### config.mk
export PLATFORM = sky130hd
export DESIGN_NAME = adc_device_flat
export DESIGN_NICKNAME = d
export VERILOG_FILES = /design/src/adc_link_pkg.sv /design/src/adc_link_if.sv /design/src/adc_device.sv /design/src/flat_wrapper.sv
export SDC_FILE = /design/constraint.sdc
export NUM_CORES = 1
export LEC_CHECK = 0
export BUFFER_PORTS_ARGS = -buffer_cell sky130_fd_sc_hd__buf_2
export CAP_MARGIN = 15
export CORE_UTILIZATION = 57
export CTS_CLUSTER_DIAMETER = 200
export DETAILED_ROUTE_END_ITERATION = 16
export HOLD_SLACK_MARGIN = 0.06
export PLACE_DENSITY = 0.83
export SLEW_MARGIN = 20
export SYNTH_ARGS = -nofsm -noshare
export SYNTH_HDL_FRONTEND = slang
export SYNTH_SLANG_ARGS = --single-unit
### constraint.sdc
create_clock -name clk_link -period 59.2 [get_ports clk_link]
set_input_delay 2.96 -clock clk_link [delete_from_list [all_inputs] [get_ports clk_link]]
set_output_delay 2.96 -clock clk_link [all_outputs]
set_load 0.005 [all_outputs]
### src/adc_link_pkg.sv
// Package of shared constants for the serial converter link.
package adc_link_pkg;

	// ==========================================================
	// Transfer shape.
	// ==========================================================
	localparam int          ADDR_BITS      = 4;         // Channel address width.
	localparam int          RESULT_BITS    = 10;        // Result width.
	localparam logic [4:0]  CLK_ADDR_LAST  = 5'h04;     // Last address edge count.
	localparam logic [4:0]  CLK_CONV_START = 5'h0a;     // Falling edge that starts conversion.
	localparam logic [4:0]  CLK_LONG       = 5'h10;     // Clock count of an extended transfer.
	localparam logic [4:0]  CLK_MIN_SLOW   = 5'h0b;     // Least clock count in a slow mode.
	localparam logic [4:0]  CLK_SHORT      = 5'h0a;     // Clock count of a short transfer.

	// ==========================================================
	// Address map.
	// ==========================================================
	localparam logic [3:0]  ADDR_EXT_LAST  = 4'h0a;     // Highest external analog input.
	localparam logic [3:0]  ADDR_MID       = 4'h0b;     // Reference midpoint.
	localparam logic [3:0]  ADDR_LOW       = 4'h0c;     // Lower reference.
	localparam logic [3:0]  ADDR_HIGH      = 4'h0d;     // Upper reference.

	// ==========================================================
	// Result codes.
	// ==========================================================
	localparam logic [9:0]  CODE_FULL      = 10'h03ff;  // Full scale.
	localparam logic [9:0]  CODE_ZERO      = 10'h0000;  // Zero scale.
	localparam logic [9:0]  CODE_MID       = 10'h0200;  // Midpoint, also first trial weight.

	// ==========================================================
	// Timing.
	// ==========================================================
	localparam int          CONV_CYCLES    = 40;        // Internal conversion length in link cycles.
	localparam int          CS_GUARD_CYC   = 2;         // Internal edges before responding to chip select.
	localparam int          HOST_DIV       = 50;        // Host half period of shift clock in sys cycles, 1 MHz clock.
	localparam int          SLOW_GAP_NS    = 9500;      // Longest gap before the eleventh rising edge.
	localparam int          SYS_PERIOD_NS  = 10;        // Host clock period.
	localparam int          SLOW_GAP_CYC   = SLOW_GAP_NS / SYS_PERIOD_NS; // Rounded down.

endpackage

### src/adc_link_if.sv
// Interface joining the host serial port to the converter.
`timescale 1ns/1ps
interface adc_link_if;
	logic cs_n;           // Chip select, active low, host drives.
	logic sclk;           // Serial shift clock, host drives.
	logic addr;           // Serial channel address, host drives.
	logic dout;           // Serial result value from the device.
	logic dout_oe;        // High while the device drives its result pin.
	logic eoc;            // Conversion done flag from the device.
	logic dout_wire;      // Resolved level of the result pin.

	// The result pin floats high when nobody drives it.
	assign dout_wire = dout_oe ? dout : 1'b1;

	modport device (input cs_n, input sclk, input addr, output dout, output dout_oe, output eoc);
	modport host   (output cs_n, output sclk, output addr, input dout_wire, input eoc);
endinterface

### src/adc_device.sv
// Converter end: address capture, sampling, conversion and serial result output.
// Contract
// RL1: Fast chip-select-high mode uses ten clocks.
// RL2: Chip select fall enables the result output.
// RL3: Chip select rise floats output, ends sequence.
// RL4: Inputs ignored shortly after chip select rises.
// RL5: Done flag rise starts sequence, shows MSB.
// RL6: Extended high-between mode allows 11 to 16.
// RL7: Continuous low extended modes need sixteen clocks.
// RL8: Slow modes need eleventh edge before done.
// RL9: Eleventh rise within 9.5 us of tenth.
// RL10: Slow continuous mode restarts at sixteenth fall.
// RL11: Four address bits, MSB first, rising edges.
// RL12: Codes zero to ten pick external inputs.
// RL13: Codes eleven to thirteen pick reference levels.
// RL14: Sampling from fourth to tenth falling edge.
// RL15: Successive approximation, MSB first, weight 512.
// RL16: Chip select fall aborts, keeps old result.
// RL17: Avoid chip select fall near conversion end.
// RL18: Result saturates at full scale and zero.
// RL19: Conversion ending first means slow-mode handling.
// RL20: Done flag low at tenth, high when ready.
// RL21: Output forced low from the tenth fall.
// RL22: Nine remaining bits on following falling edges.
// RL23: Conversion length is a parameter.
// RL24: Codes fourteen and fifteen give undefined results.
`timescale 1ns/1ps
module adc_device #(
	parameter int CONV_CYCLES = adc_link_pkg::CONV_CYCLES, // Conversion length in link clock cycles.
	parameter int IN_BITS     = 12                         // Width of each analog input sample.
) (
	input  wire logic                clk_link,   // Internal converter clock.
	input  wire logic                rst,        // Asynchronous reset, active high.
	adc_link_if.device               link,       // Serial pins.
	input  wire logic [IN_BITS-1:0]  analog_input_zero,      // External input 0.
	input  wire logic [IN_BITS-1:0]  analog_input_one,       // External input 1.
	input  wire logic [IN_BITS-1:0]  analog_input_two,       // External input 2.
	input  wire logic [IN_BITS-1:0]  analog_input_three,     // External input 3.
	input  wire logic [IN_BITS-1:0]  analog_input_four,      // External input 4.
	input  wire logic [IN_BITS-1:0]  analog_input_five,      // External input 5.
	input  wire logic [IN_BITS-1:0]  analog_input_six,       // External input 6.
	input  wire logic [IN_BITS-1:0]  analog_input_seven,     // External input 7.
	input  wire logic [IN_BITS-1:0]  analog_input_eight,     // External input 8.
	input  wire logic [IN_BITS-1:0]  analog_input_nine,      // External input 9.
	input  wire logic [IN_BITS-1:0]  analog_input_ten,       // External input 10.
	input  wire logic [IN_BITS-1:0]  ref_low,                // Lower reference level.
	input  wire logic [IN_BITS-1:0]  ref_high,               // Upper reference level.
	output logic                     busy                    // High while a conversion runs.
);

	// ==========================================================
	// Types and state.
	// ==========================================================
	typedef enum logic [1:0] {
		PH_IDLE   = 2'b00, // Waiting for chip select.
		PH_XFER   = 2'b01, // Serial transfer running.
		PH_CONV   = 2'b10, // Conversion running.
		PH_LOST   = 2'b11  // Synchronization lost; falls back to idle on the next cycle.
	} phase_t;

	typedef struct packed {
		logic [2:0]             cs_sync;   // Chip select synchroniser and edge stage.
		logic [2:0]             ck_sync;   // Shift clock synchroniser and edge stage.
		logic [1:0]             ad_sync;   // Address synchroniser.
		logic [1:0]             guard;     // Edges waited after chip select falls.
		phase_t                 phase;     // Sequence phase.
		logic [4:0]             nclk;      // Falling edges seen in this transfer.
		logic [3:0]             addr_sh;   // Address being shifted in.
		logic [3:0]             chan;      // Channel used for the conversion.
		logic [IN_BITS-1:0]     sample;    // Held sample.
		logic [IN_BITS-1:0]     lo_hold;   // Held lower reference.
		logic [IN_BITS-1:0]     hi_hold;   // Held upper reference.
		logic [9:0]             result;    // Output data register.
		logic [9:0]             sar;       // Trial register.
		logic [9:0]             weight;    // Current trial weight.
		logic [7:0]             ccnt;      // Conversion cycle counter.
		logic [9:0]             shift;     // Serial output shift register.
		logic                   oe;        // Result pin driven.
		logic                   eoc;       // Conversion done flag.
		logic                   slow;      // Conversion ended before the transfer.
	} state_t;

	state_t s_q;  // Registered state.
	state_t s_d;  // Next state.

	// Scales a sample into the ten-bit code range relative to the references.
	function automatic logic [9:0] scale(input logic [IN_BITS-1:0] v, input logic [IN_BITS-1:0] lo,
		input logic [IN_BITS-1:0] hi);
		logic [IN_BITS+10:0] num;
		logic [IN_BITS:0]    span;
		logic [IN_BITS+10:0] q;
		num  = '0;
		span = '0;
		q    = '0;
		if (v >= hi) begin
			scale = adc_link_pkg::CODE_FULL;                                  // [RL18]
		end else if (v <= lo) begin
			scale = adc_link_pkg::CODE_ZERO;                                  // [RL18]
		end else begin
			num   = (IN_BITS+11)'(v - lo) << 10;
			span  = (IN_BITS+1)'(hi - lo);
			q     = num / (IN_BITS+11)'(span);
			scale = q[9:0];
		end
	endfunction

	// Selects a source sample for an address code.
	function automatic logic [IN_BITS-1:0] pick(input logic [3:0] a, input logic [IN_BITS-1:0] lo,
		input logic [IN_BITS-1:0] hi);
		case (a)
			4'h0: pick = analog_input_zero;                                   // [RL12]
			4'h1: pick = analog_input_one;
			4'h2: pick = analog_input_two;
			4'h3: pick = analog_input_three;
			4'h4: pick = analog_input_four;
			4'h5: pick = analog_input_five;
			4'h6: pick = analog_input_six;
			4'h7: pick = analog_input_seven;
			4'h8: pick = analog_input_eight;
			4'h9: pick = analog_input_nine;
			4'ha: pick = analog_input_ten;                                    // [RL12]
			adc_link_pkg::ADDR_MID:  pick = IN_BITS'(({1'b0, lo} + {1'b0, hi} + 1'b1) >> 1); // [RL13]
			adc_link_pkg::ADDR_LOW:  pick = lo;                               // [RL13]
			adc_link_pkg::ADDR_HIGH: pick = hi;                               // [RL13]
			default: pick = lo;                                               // [RL24]
		endcase
	endfunction

	logic cs_fall;  // Synchronised chip select falling edge.
	logic cs_rise;  // Synchronised chip select rising edge.
	logic ck_rise;  // Synchronised shift clock rising edge.
	logic ck_fall;  // Synchronised shift clock falling edge.
	logic trial;    // Current trial level.

	// ==========================================================
	// Next-state logic.
	// ==========================================================
	always_comb begin
		s_d     = s_q;
		cs_fall = s_q.cs_sync[2] & ~s_q.cs_sync[1];
		cs_rise = ~s_q.cs_sync[2] & s_q.cs_sync[1];
		ck_rise = ~s_q.ck_sync[2] & s_q.ck_sync[1];
		ck_fall = s_q.ck_sync[2] & ~s_q.ck_sync[1];
		trial   = 1'b0;
		// Pins pass two flip-flops before any logic reads them.
		s_d.cs_sync = {s_q.cs_sync[1:0], link.cs_n};
		s_d.ck_sync = {s_q.ck_sync[1:0], link.sclk};
		s_d.ad_sync = {s_q.ad_sync[0], link.addr};

		if (cs_rise) begin
			// End the sequence and float the pin; a running conversion still finishes.
			s_d.oe    = 1'b0;                                                 // [RL3]
			s_d.guard = '0;
			if (s_q.phase != PH_CONV) begin
				s_d.phase = PH_IDLE;                                          // [RL4]
			end
		end else if (cs_fall) begin
			// A new falling edge aborts any cycle; the old result stays put.
			s_d.phase  = PH_XFER;                                             // [RL16]
			s_d.nclk   = '0;
			s_d.guard  = '0;
			s_d.oe     = 1'b1;                                                // [RL2]
			s_d.eoc    = 1'b1;
			s_d.shift  = s_q.result;                                          // [RL16]
			s_d.slow   = 1'b0;
		end else begin
			case (s_q.phase)
				PH_IDLE: begin
					// Clock and address are ignored while deselected.
				end
				PH_XFER, PH_CONV: begin
					if (s_q.guard != 2'(adc_link_pkg::CS_GUARD_CYC)) begin
						s_d.guard = s_q.guard + 2'd1;
					end else if (!s_q.cs_sync[1]) begin                            // [RL4]
						if (ck_rise && s_q.nclk < adc_link_pkg::CLK_ADDR_LAST) begin
							s_d.addr_sh = {s_q.addr_sh[2:0], s_q.ad_sync[1]};    // [RL11]
						end
						if (ck_rise && s_q.phase == PH_CONV && s_q.nclk == adc_link_pkg::CLK_CONV_START) begin
							// Eleventh rise before the conversion ends: the transfer outlasts it.
							s_d.slow = 1'b1;                                     // [RL8]
						end
						if (ck_fall && s_q.nclk < adc_link_pkg::CLK_LONG) begin
							s_d.nclk  = s_q.nclk + 5'd1;
							s_d.shift = {s_q.shift[8:0], 1'b0};                   // [RL22]
							if (s_q.nclk == 5'd3) begin
								s_d.chan = s_q.addr_sh;                           // [RL14]
							end
							if (s_q.nclk + 5'd1 == adc_link_pkg::CLK_CONV_START) begin
								// Hold the sample and hand over to the converter.
								s_d.sample  = pick(s_q.chan, ref_low, ref_high);  // [RL14]
								s_d.lo_hold = ref_low;
								s_d.hi_hold = ref_high;
								s_d.eoc     = 1'b0;                               // [RL20]
								s_d.shift   = '0;                                 // [RL21]
								s_d.phase   = PH_CONV;
								s_d.sar     = '0;
								s_d.weight  = adc_link_pkg::CODE_MID;             // [RL15]
								s_d.ccnt    = '0;
							end
							if (s_q.slow && s_q.phase == PH_XFER && s_q.nclk + 5'd1 == adc_link_pkg::CLK_LONG) begin
								// Continuous-select slow mode restarts at the sixteenth fall.
								s_d.shift = s_q.result;                           // [RL10]
								s_d.nclk  = '0;
								s_d.slow  = 1'b0;
							end
						end
					end
					if (s_q.phase == PH_CONV) begin
						// Convert one trial per link clock, MSB first.
						s_d.ccnt = s_q.ccnt + 8'd1;                               // [RL23]
						if (s_q.weight != '0) begin
							trial      = (scale(s_q.sample, s_q.lo_hold, s_q.hi_hold) >= (s_q.sar | s_q.weight));
							s_d.sar    = trial ? (s_q.sar | s_q.weight) : s_q.sar; // [RL15]
							s_d.weight = s_q.weight >> 1;
						end
						if (s_q.ccnt >= 8'(CONV_CYCLES - 1)) begin
							s_d.result = s_q.sar;
							s_d.eoc    = 1'b1;                                    // [RL20]
							s_d.slow   = 1'b0;
							if (s_q.cs_sync[1]) begin
								// Deselected during the conversion: wait for the next select.
								s_d.phase = PH_IDLE;                              // [RL3]
							end else if (!s_q.slow || s_q.nclk == adc_link_pkg::CLK_LONG) begin
								// Transfer already over: the done flag rise starts the next sequence.
								s_d.phase = PH_XFER;
								s_d.nclk  = '0;
								s_d.shift = s_q.sar;                              // [RL5]
							end else begin
								// Transfer outlived the conversion: slow mode.
								s_d.phase = PH_XFER;                              // [RL19]
								s_d.slow  = 1'b1;                                 // [RL19]
							end
						end
					end
				end
				default: s_d.phase = PH_IDLE;
			endcase
		end
	end

	// ==========================================================
	// State register.
	// ==========================================================
	always_ff @(posedge clk_link or posedge rst) begin
		if (rst) begin
			s_q         <= '0;
			s_q.cs_sync <= 3'b111;
			s_q.eoc     <= 1'b1;
		end else begin
			s_q <= s_d;
		end
	end

	// Link outputs come straight from state flip-flops; busy is decoded from the phase.
	assign link.dout    = s_q.shift[9];
	assign link.dout_oe = s_q.oe;
	assign link.eoc     = s_q.eoc;
	assign busy         = (s_q.phase == PH_CONV);

endmodule

### src/flat_wrapper.sv
// flat-port wrapper written by rule: the top's interface ports become plain ports
module adc_device_flat 
#(
	parameter int CONV_CYCLES = adc_link_pkg::CONV_CYCLES,                                           
	parameter int IN_BITS     = 12                                                              
)
  (clk_link, rst, analog_input_zero, analog_input_one, analog_input_two, analog_input_three, analog_input_four, analog_input_five, analog_input_six, analog_input_seven, analog_input_eight, analog_input_nine, analog_input_ten, ref_low, ref_high, busy, link_cs_n, link_sclk, link_addr, link_dout, link_dout_oe, link_eoc);
  adc_link_if link_i ();
  input  wire logic clk_link;
  input  wire logic rst;
  input  wire logic [IN_BITS-1:0] analog_input_zero;
  input  wire logic [IN_BITS-1:0] analog_input_one;
  input  wire logic [IN_BITS-1:0] analog_input_two;
  input  wire logic [IN_BITS-1:0] analog_input_three;
  input  wire logic [IN_BITS-1:0] analog_input_four;
  input  wire logic [IN_BITS-1:0] analog_input_five;
  input  wire logic [IN_BITS-1:0] analog_input_six;
  input  wire logic [IN_BITS-1:0] analog_input_seven;
  input  wire logic [IN_BITS-1:0] analog_input_eight;
  input  wire logic [IN_BITS-1:0] analog_input_nine;
  input  wire logic [IN_BITS-1:0] analog_input_ten;
  input  wire logic [IN_BITS-1:0] ref_low;
  input  wire logic [IN_BITS-1:0] ref_high;
  output logic busy;
  input wire logic [$bits(link_i.cs_n)-1:0] link_cs_n;
  input wire logic [$bits(link_i.sclk)-1:0] link_sclk;
  input wire logic [$bits(link_i.addr)-1:0] link_addr;
  output wire logic [$bits(link_i.dout)-1:0] link_dout;
  output wire logic [$bits(link_i.dout_oe)-1:0] link_dout_oe;
  output wire logic [$bits(link_i.eoc)-1:0] link_eoc;
  assign link_i.cs_n = link_cs_n;
  assign link_i.sclk = link_sclk;
  assign link_i.addr = link_addr;
  assign link_dout = link_i.dout;
  assign link_dout_oe = link_i.dout_oe;
  assign link_eoc = link_i.eoc;
  adc_device #(.CONV_CYCLES(CONV_CYCLES), .IN_BITS(IN_BITS)) u_core (.clk_link(clk_link), .rst(rst), .link(link_i), .analog_input_zero(analog_input_zero), .analog_input_one(analog_input_one), .analog_input_two(analog_input_two), .analog_input_three(analog_input_three), .analog_input_four(analog_input_four), .analog_input_five(analog_input_five), .analog_input_six(analog_input_six), .analog_input_seven(analog_input_seven), .analog_input_eight(analog_input_eight), .analog_input_nine(analog_input_nine), .analog_input_ten(analog_input_ten), .ref_low(ref_low), .ref_high(ref_high), .busy(busy));
endmodule
==> results.md, run 1 <==
- Outcome: finished clean
- Slowest cell on the critical path: or4_4
- Rel. slew slack: 18.2%
- Final Net Count: between 3000 and 4000
- Reg clk slew, reported paths: roughly 0.090 ns
- HP Class: flip-flop to flip-flop
- CTS Buffer Depth: 2
- ANT nets after route: 0
- Fin. Hold Viols: 0
- Initial core utilization: approximately three fifths
- Largest net degree at the start of global routing: 87
- Post-synth EDFFs: 0
- Final Util: 64.9%
- Row cnt: 70
- Number of max-cap violations: 0
- Synth warn: 0
- Worst Tran Pin Value: ~1.2 ns
- Yosys cell types: 96
- Busiest grt layer: met2
- Synth Instances: 2932
- Critical path type: flip-flop to flip-flop
- Clock sink count: around 110
- Core Area: approximately 0.037 sq mm
- Worst skew pair latency: 0.37 ns
- Worst EP required: 59.46 ns
- Async set-reset flop share out of synthesis: between 90% and 100%
- Drt first-iter violations: 2348
- Placement Cell Area: around 0.023 sq mm
- CTS Hold Bufs: 0
- Die ar.: 0.0384 sq mm
- CP peak stage delay: 0.49 ns
- Wire length of the first global-routing pass: 119000 um
- Startpoint Class: flip-flop
- Count of input and output buffers: between 150 and 200
- Setup WS post-layout: 3.26 ns
- Syn_nets: between 3000 and 4000
- Clk root buf: clkbuf_16
- Post-Route WL: ~75000 um
- Drt drc: 0
- Met1 track demand over resource: between 40% and 50%
- Mapped Area: approximately 0.021 sq mm
- Layout cell share with drive strength beyond 1: 14.8%
- # IOs: ~170
- Final setup fails: 0
- Critical path peak fanout: 18
- Synthesized area per cell: 7.31 sq um
- Sequential-to-total area share from yosys stat: a little over an eighth
- Synth Flop Type: dfrtp_1
- Crit path capture type: flip-flop
- Met3 Track Usage GR: about 5%
- Layout area overhead: 11.4%
- Slew Limit Fails: 0
- GRT Resource Usage Total: 37.7%
- CTS tree: built
- Max Freq: between 15 and 20 MHz
- Vias/cell: slightly below 7
- TritonRoute pass-1 iters: 9
- Initial antenna violation count: 0
- Wirelength per Cell: 20.9 um
- HPWL after DPL: 58400 um
- Die width: 196 um
- Die Height: ~200 um
- Post-route design area: 0.0239 sq mm
- Worst EP arrival: 56.20 ns
- CTS buffer count: 9
- Vias in the first global route: approximately 23000
- Cell mode on critical path: a21oi_1
- Vias: approximately 24000
- Tcrit/Tclk final: 94.5%
- Worst Skew: 0.0163 ns
- Placer Congestion: between 1 and 1.5
- # H-tree levels: 3
- Setup WS pre-CTS: -0.372 ns
- Minimum clock period: about 56 ns
- Met2 Usage GRT: 63.2%
- Grt total ovfl: 0
- FF+latch count, synth: approximately 110
## worst paths after layout
path                                  from               to  slack [ns]  cells past startpoint
max in group asynchronous              rst   u_core.s_q[56]       55.57                      3
hold reg to reg            u_core.s_d[110]  u_core.s_d[111]        0.36                      0
setup / recovery            u_core.s_q[51]   u_core.s_q[34]        3.26                    281
setup reg to reg            u_core.s_q[51]   u_core.s_q[34]        3.26                    281
hold / removal             u_core.s_d[110]  u_core.s_d[111]        0.36                      0
min in group asynchronous              rst  u_core.s_d[107]        2.56                      2
## logic make-up (layout without fill, tap and decap cells)
group | count (synthesis) | in the layout | synth area share, %
other | 0 | 1 | 0
buffers and inverters | 244 | 415 | 4.37
flip-flops | 112 | 112 | 13.1
multiplexers | 76 | 76 | 3.93
AO/OA/AOI/OAI | 1045 | 1045 | 32.5
XOR/XNOR | 164 | 164 | 6.71
adder cells (fa/ha/maj) | 285 | 285 | 16.8
AND/OR/NAND/NOR | 1006 | 1008 | 22.6
## synthesized netlist by cell type (49+ instances only)
library cell  instances  area [sq um]
a22oi_1              50           375
nor2_1              255           957
inv_1               136           510
nor3_1               89           445
dfrtp_1             108          2700
a21oi_1             258          1290
a21o_1               74           556
o31ai_1              53           398
o21a_1               71           533
nand3_1              99           495
clkbuf_1             87           327
ha_1                281          3520
o21bai_1             49           368
xnor2_1             122          1070
o21ai_0             203          1020
nand2_1             270          1010
mux2_2               62           698
## worst max-delay path: cells and delay by family, from the launching register on
kind                     cells  cell delay (ns)
adder cells (fa/ha/maj)     25             7.74
flip-flops                   1             0.40
buffers and inverters       20             2.93
AO/OA/AOI/OAI              161            30.21
multiplexers                 5             1.57
AND/OR/NAND/NOR             70            12.89
## registers in the layout, indices dropped and copies added (netlist names)
register and count:
u_core.s_q 104, u_core.s_d 5, u_core.link.dout 1, u_core.link.dout_oe 1, u_core.link.eoc 1
## per-stage QoR
stage / cells / hold slack, ns / setup TNS, ns
2_1_floorplan: 2932 / 0.331 / 0
3_3_place_gp: 3533 / 0.336 / 0
3_5_place_dp: 3533 / 0.340 / -2.12
4_1_cts: 3553 / 0.369 / 0
5_1_grt: 3573 / 0.373 / -5.51
6_report: 3574 / 0.364 / 0
## layout by cell type (no fill, tap or decap), types with 11 or more instances in the layout
| master | instances |
|---|---|
| ha_1 | 279 |
| nand2_1 | 267 |
| nor2_1 | 249 |
| a21oi_1 | 244 |
| o21ai_0 | 198 |
| buf_2 | 165 |
| inv_1 | 134 |
| xnor2_1 | 121 |
| dfrtp_1 | 108 |
| nand3_1 | 95 |
| buf_4 | 93 |
| nor3_1 | 86 |
| a21o_1 | 73 |
| o21a_1 | 70 |
| mux2_2 | 62 |
| o31ai_1 | 51 |
| a22oi_1 | 50 |
| o21bai_1 | 49 |
| nand2b_1 | 41 |
| xor2_1 | 41 |
| nor2b_1 | 38 |
| nand4_1 | 37 |
| or3_1 | 30 |
| nor4_1 | 27 |
| a211oi_1 | 27 |
| o211ai_1 | 24 |
| and3_1 | 21 |
| a31oi_1 | 21 |
| or2_2 | 20 |
| and2_1 | 18 |
| o21ai_1 | 17 |
| o22ai_1 | 13 |
| a21oi_2 | 13 |
| mux2i_1 | 13 |
| a211o_1 | 12 |
| o31a_1 | 12 |
| a221oi_1 | 11 |
## layer usage
metal,routed length (um),vias up
met5,0,-
met4,2850,0
met3,6110,212
met2,34300,1152
met1,31300,11400
li1,-,11300
## timing repair
action,CTS,global route
pin swaps,1,13
gates cloned,0,3
buffers inserted,4,17
gates resized for setup,3,78
setup endpoints to repair,10,10
## cell type report
class,instances,area [sq um]
Inverter,139,524
Timing Repair Buffer,260,1550
Tap cell,468,586
Fill cell,3227,12900
Clock inverter,7,93.8
Sequential cell,112,2810
Clock buffer,9,225
Multi-Input combinational cell,2578,18100
Antenna cell,1,2.50
Power of run 1 is left out: the tool's default activity adds up to more than one toggle a clock period on the data nets, which glitch-free logic cannot reach.
==> run 2, diff against run 1 <==
Settings changed: CORE_UTILIZATION 57 to 60, PLACE_DENSITY 0.83 to 0.84.
Clock period 59.2 ns to 63.1 ns, I/O delays scaled along.
==> run 2 against run 1 <==
Net effect:
- via count hardly changed
- flip-flop and latch count stayed put
- sequential share of layout area is 0.23 points higher
- clock skew hardly changed
- critical path depth is 4 higher
- die area is 5.0% lower
- first-iteration DRC count is 4.3% higher
- critical endpoint unchanged
- largest cell class unchanged
==> results.md, run 2 (synthesized netlist as in run 1, its figures left out) <==
- Outcome: finished clean
- Wire length of the first global-routing pass: 117000 um (-1.9%)
- CTS tree: built
- Row cnt: 68 (-2.9%)
- Worst Skew: 0.0163 ns (-0.0000318 ns)
- Slew Limit Fails: 0 (unchanged)
- Die ar.: 0.0365 sq mm (-5.0%)
- GRT Resource Usage Total: 39.9% (+2.1 points)
- Drt first-iter violations: 2450 (+4.3%)
- Die Height: 191 um (-2.5%)
- Minimum clock period: 58.89 ns (+2.95 ns)
- Startpoint Class: flip-flop
- Worst hold path startpoint: u_core.s_d[110]
- Tcrit/Tclk final: 93.3% (-1.2 points)
- Hold Path Sink: u_core.s_d[111]
- Worst Tran Pin Value: 1.14 ns (-0.0843 ns)
- Largest Register: u_core.s_q
- CP peak stage delay: 0.53 ns (+0.04 ns)
- Count of input and output buffers: 164 (unchanged)
- Clk root buf: clkbuf_16
- Reg clk slew, reported paths: 0.09 ns (about the same)
- Worst EP required: 63.34 ns (+3.88 ns)
- Worst skew pair latency: 0.37 ns (about the same)
- Placer Congestion: 1.06 (+4.7%)
- Wirelength per Cell: 21.2 um (+1.5%)
- # H-tree levels: 3 (unchanged)
- Critical path startpoint: u_core.s_q[64]
- Final Util: 67.3% (+2.4 points)
- Slowest cell on the critical path: or4_1
- Commonest non-fill, non-tap cell in the layout: ha_1
- Diodes inserted: 0 (-1)
- Post-Route WL: 74400 um (-0.26%)
- Largest net degree at the start of global routing: 58 (-33%)
- HPWL after DPL: 57800 um (-1.1%)
- Reg2Reg Depth: 285 (+1.4%)
- Number of max-cap violations: 0 (unchanged)
- Core Area: 0.0348 sq mm (-5.4%)
- Vias/cell: 6.85 (+1.7%)
- Initial antenna violation count: 1 (+1)
- Buf/Inv on CP: 13 (-35%)
- Critical path peak fanout: 26 (+8)
- Worst r2r src: u_core.s_q[64]
- Crit path capture type: flip-flop
- Die width: 191 um (-2.5%)
- # IOs: 165 (unchanged)
- FF-to-FF End: u_core.s_q[34]
- Drt drc: 0 (unchanged)
- TritonRoute pass-1 iters: 8 (-1)
- Most frequent cells in the layout: ha_1 (280), nand2_1 (267), a21oi_1 (252)
- Vias in the first global route: 22400 (-4.1%)
- FF-to-FF setup slack: 4.21 ns (+0.95 ns)
- CP top delay family: compound AO/OA/AOI/OAI gates
- Clock sink count: 112 (unchanged)
- Layout cell share with drive strength beyond 1: 13.0% (-1.8 points)
- Grt total ovfl: 0 (unchanged)
- Worst EP arrival: 59.13 ns (+2.93 ns)
- Rel. slew slack: 24.0% (+5.8 points)
- Critical path type: flip-flop to flip-flop
- Max Freq: 17.0 MHz (-5.0%)
- HP Class: flip-flop to flip-flop
- Vias: 24100 (-0.050%)
- Final Net Count: 3498 (-1.4%)
- CTS buffer count: 9 (unchanged)
- Number of cells on the worst hold path: 0 (unchanged)
- Cell mode on critical path: a21oi_1
- ANT nets after route: 0 (unchanged)
- Layout area overhead: 9.25%
- Max reg flops: 104 (unchanged)
- CTS Buffer Depth: 2 (unchanged)
- Initial core utilization: 61.6% (+3.3 points)
- Final setup fails: 0 (unchanged)
- Fin. Hold Viols: 0 (unchanged)
==> run 2: changes by cell type in the layout (fill, tap and decap cells not counted), moves of 2 or more <==
cell      previous run  this run
buf_4               93        50
a21oi_1            244       252
a21oi_2             13         5
nor2_2               8         4
nor2_4               1         4
a41oi_1              6         8
a41oi_2              2         0
buf_6                2         0
clkinv_4             0         2
nor3_2               2         4
==> run 2: how the worst max path moves through the flow <==
stage                     cells past startpoint             end
final                                       285  u_core.s_q[34]
after global routing                        282  u_core.s_q[34]
after CTS                                   279  u_core.s_q[34]
after detailed placement                    279  u_core.s_q[34]
after global placement                      279  u_core.s_q[34]
after floorplan                             286  u_core.s_q[31]
==> run 2: per-stage QoR <==
| stage | area [sq um] | setup slack, ns | TNS, ns | hold WS (ns) | instances |
|---|---|---|---|---|---|
| CTS | 23000 | 0.00650 | 0 | 0.350 | 3498 |
| floorplan | 21400 | 7.82 | 0 | 0.331 | 2932 |
| global placement | 22700 | 2.38 | 0 | 0.338 | 3482 |
| global route | 23400 | -0.0944 | -0.106 | 0.353 | 3512 |
| finish | 23400 | 4.21 | 0 | 0.341 | 3512 |
| detailed placement | 22700 | 0.261 | 0 | 0.343 | 3482 |
==> run 2: timing repair <==
action,CTS,global route
endpoints found under the hold margin,0,0
setup buffers,0,14
hold buffers,0,0
setup endpoints to repair,0,10
gates resized for setup,0,62
==> run 2: layer usage <==
metal  wire length (um)  GRT usage [%]  vias to the layer above
met2              32800           63.7                     1222
met1              31400           52.8                    11300
met3               7120           7.88                      248
met5                 12              0                        -
met4               3050           14.7                        2
li1                   -              -                    11300
==> run 2: cell type report <==
class	count	area [sq um]
multi-input combinational	2576	18000
fill	3014	11400
sequential	112	2810
timing repair buffer	214	1200
tap	455	569
inverter	139	524
clock buffer	9	225
clock inverter	7	80.1
Power of run 2 is left out for the same reason.
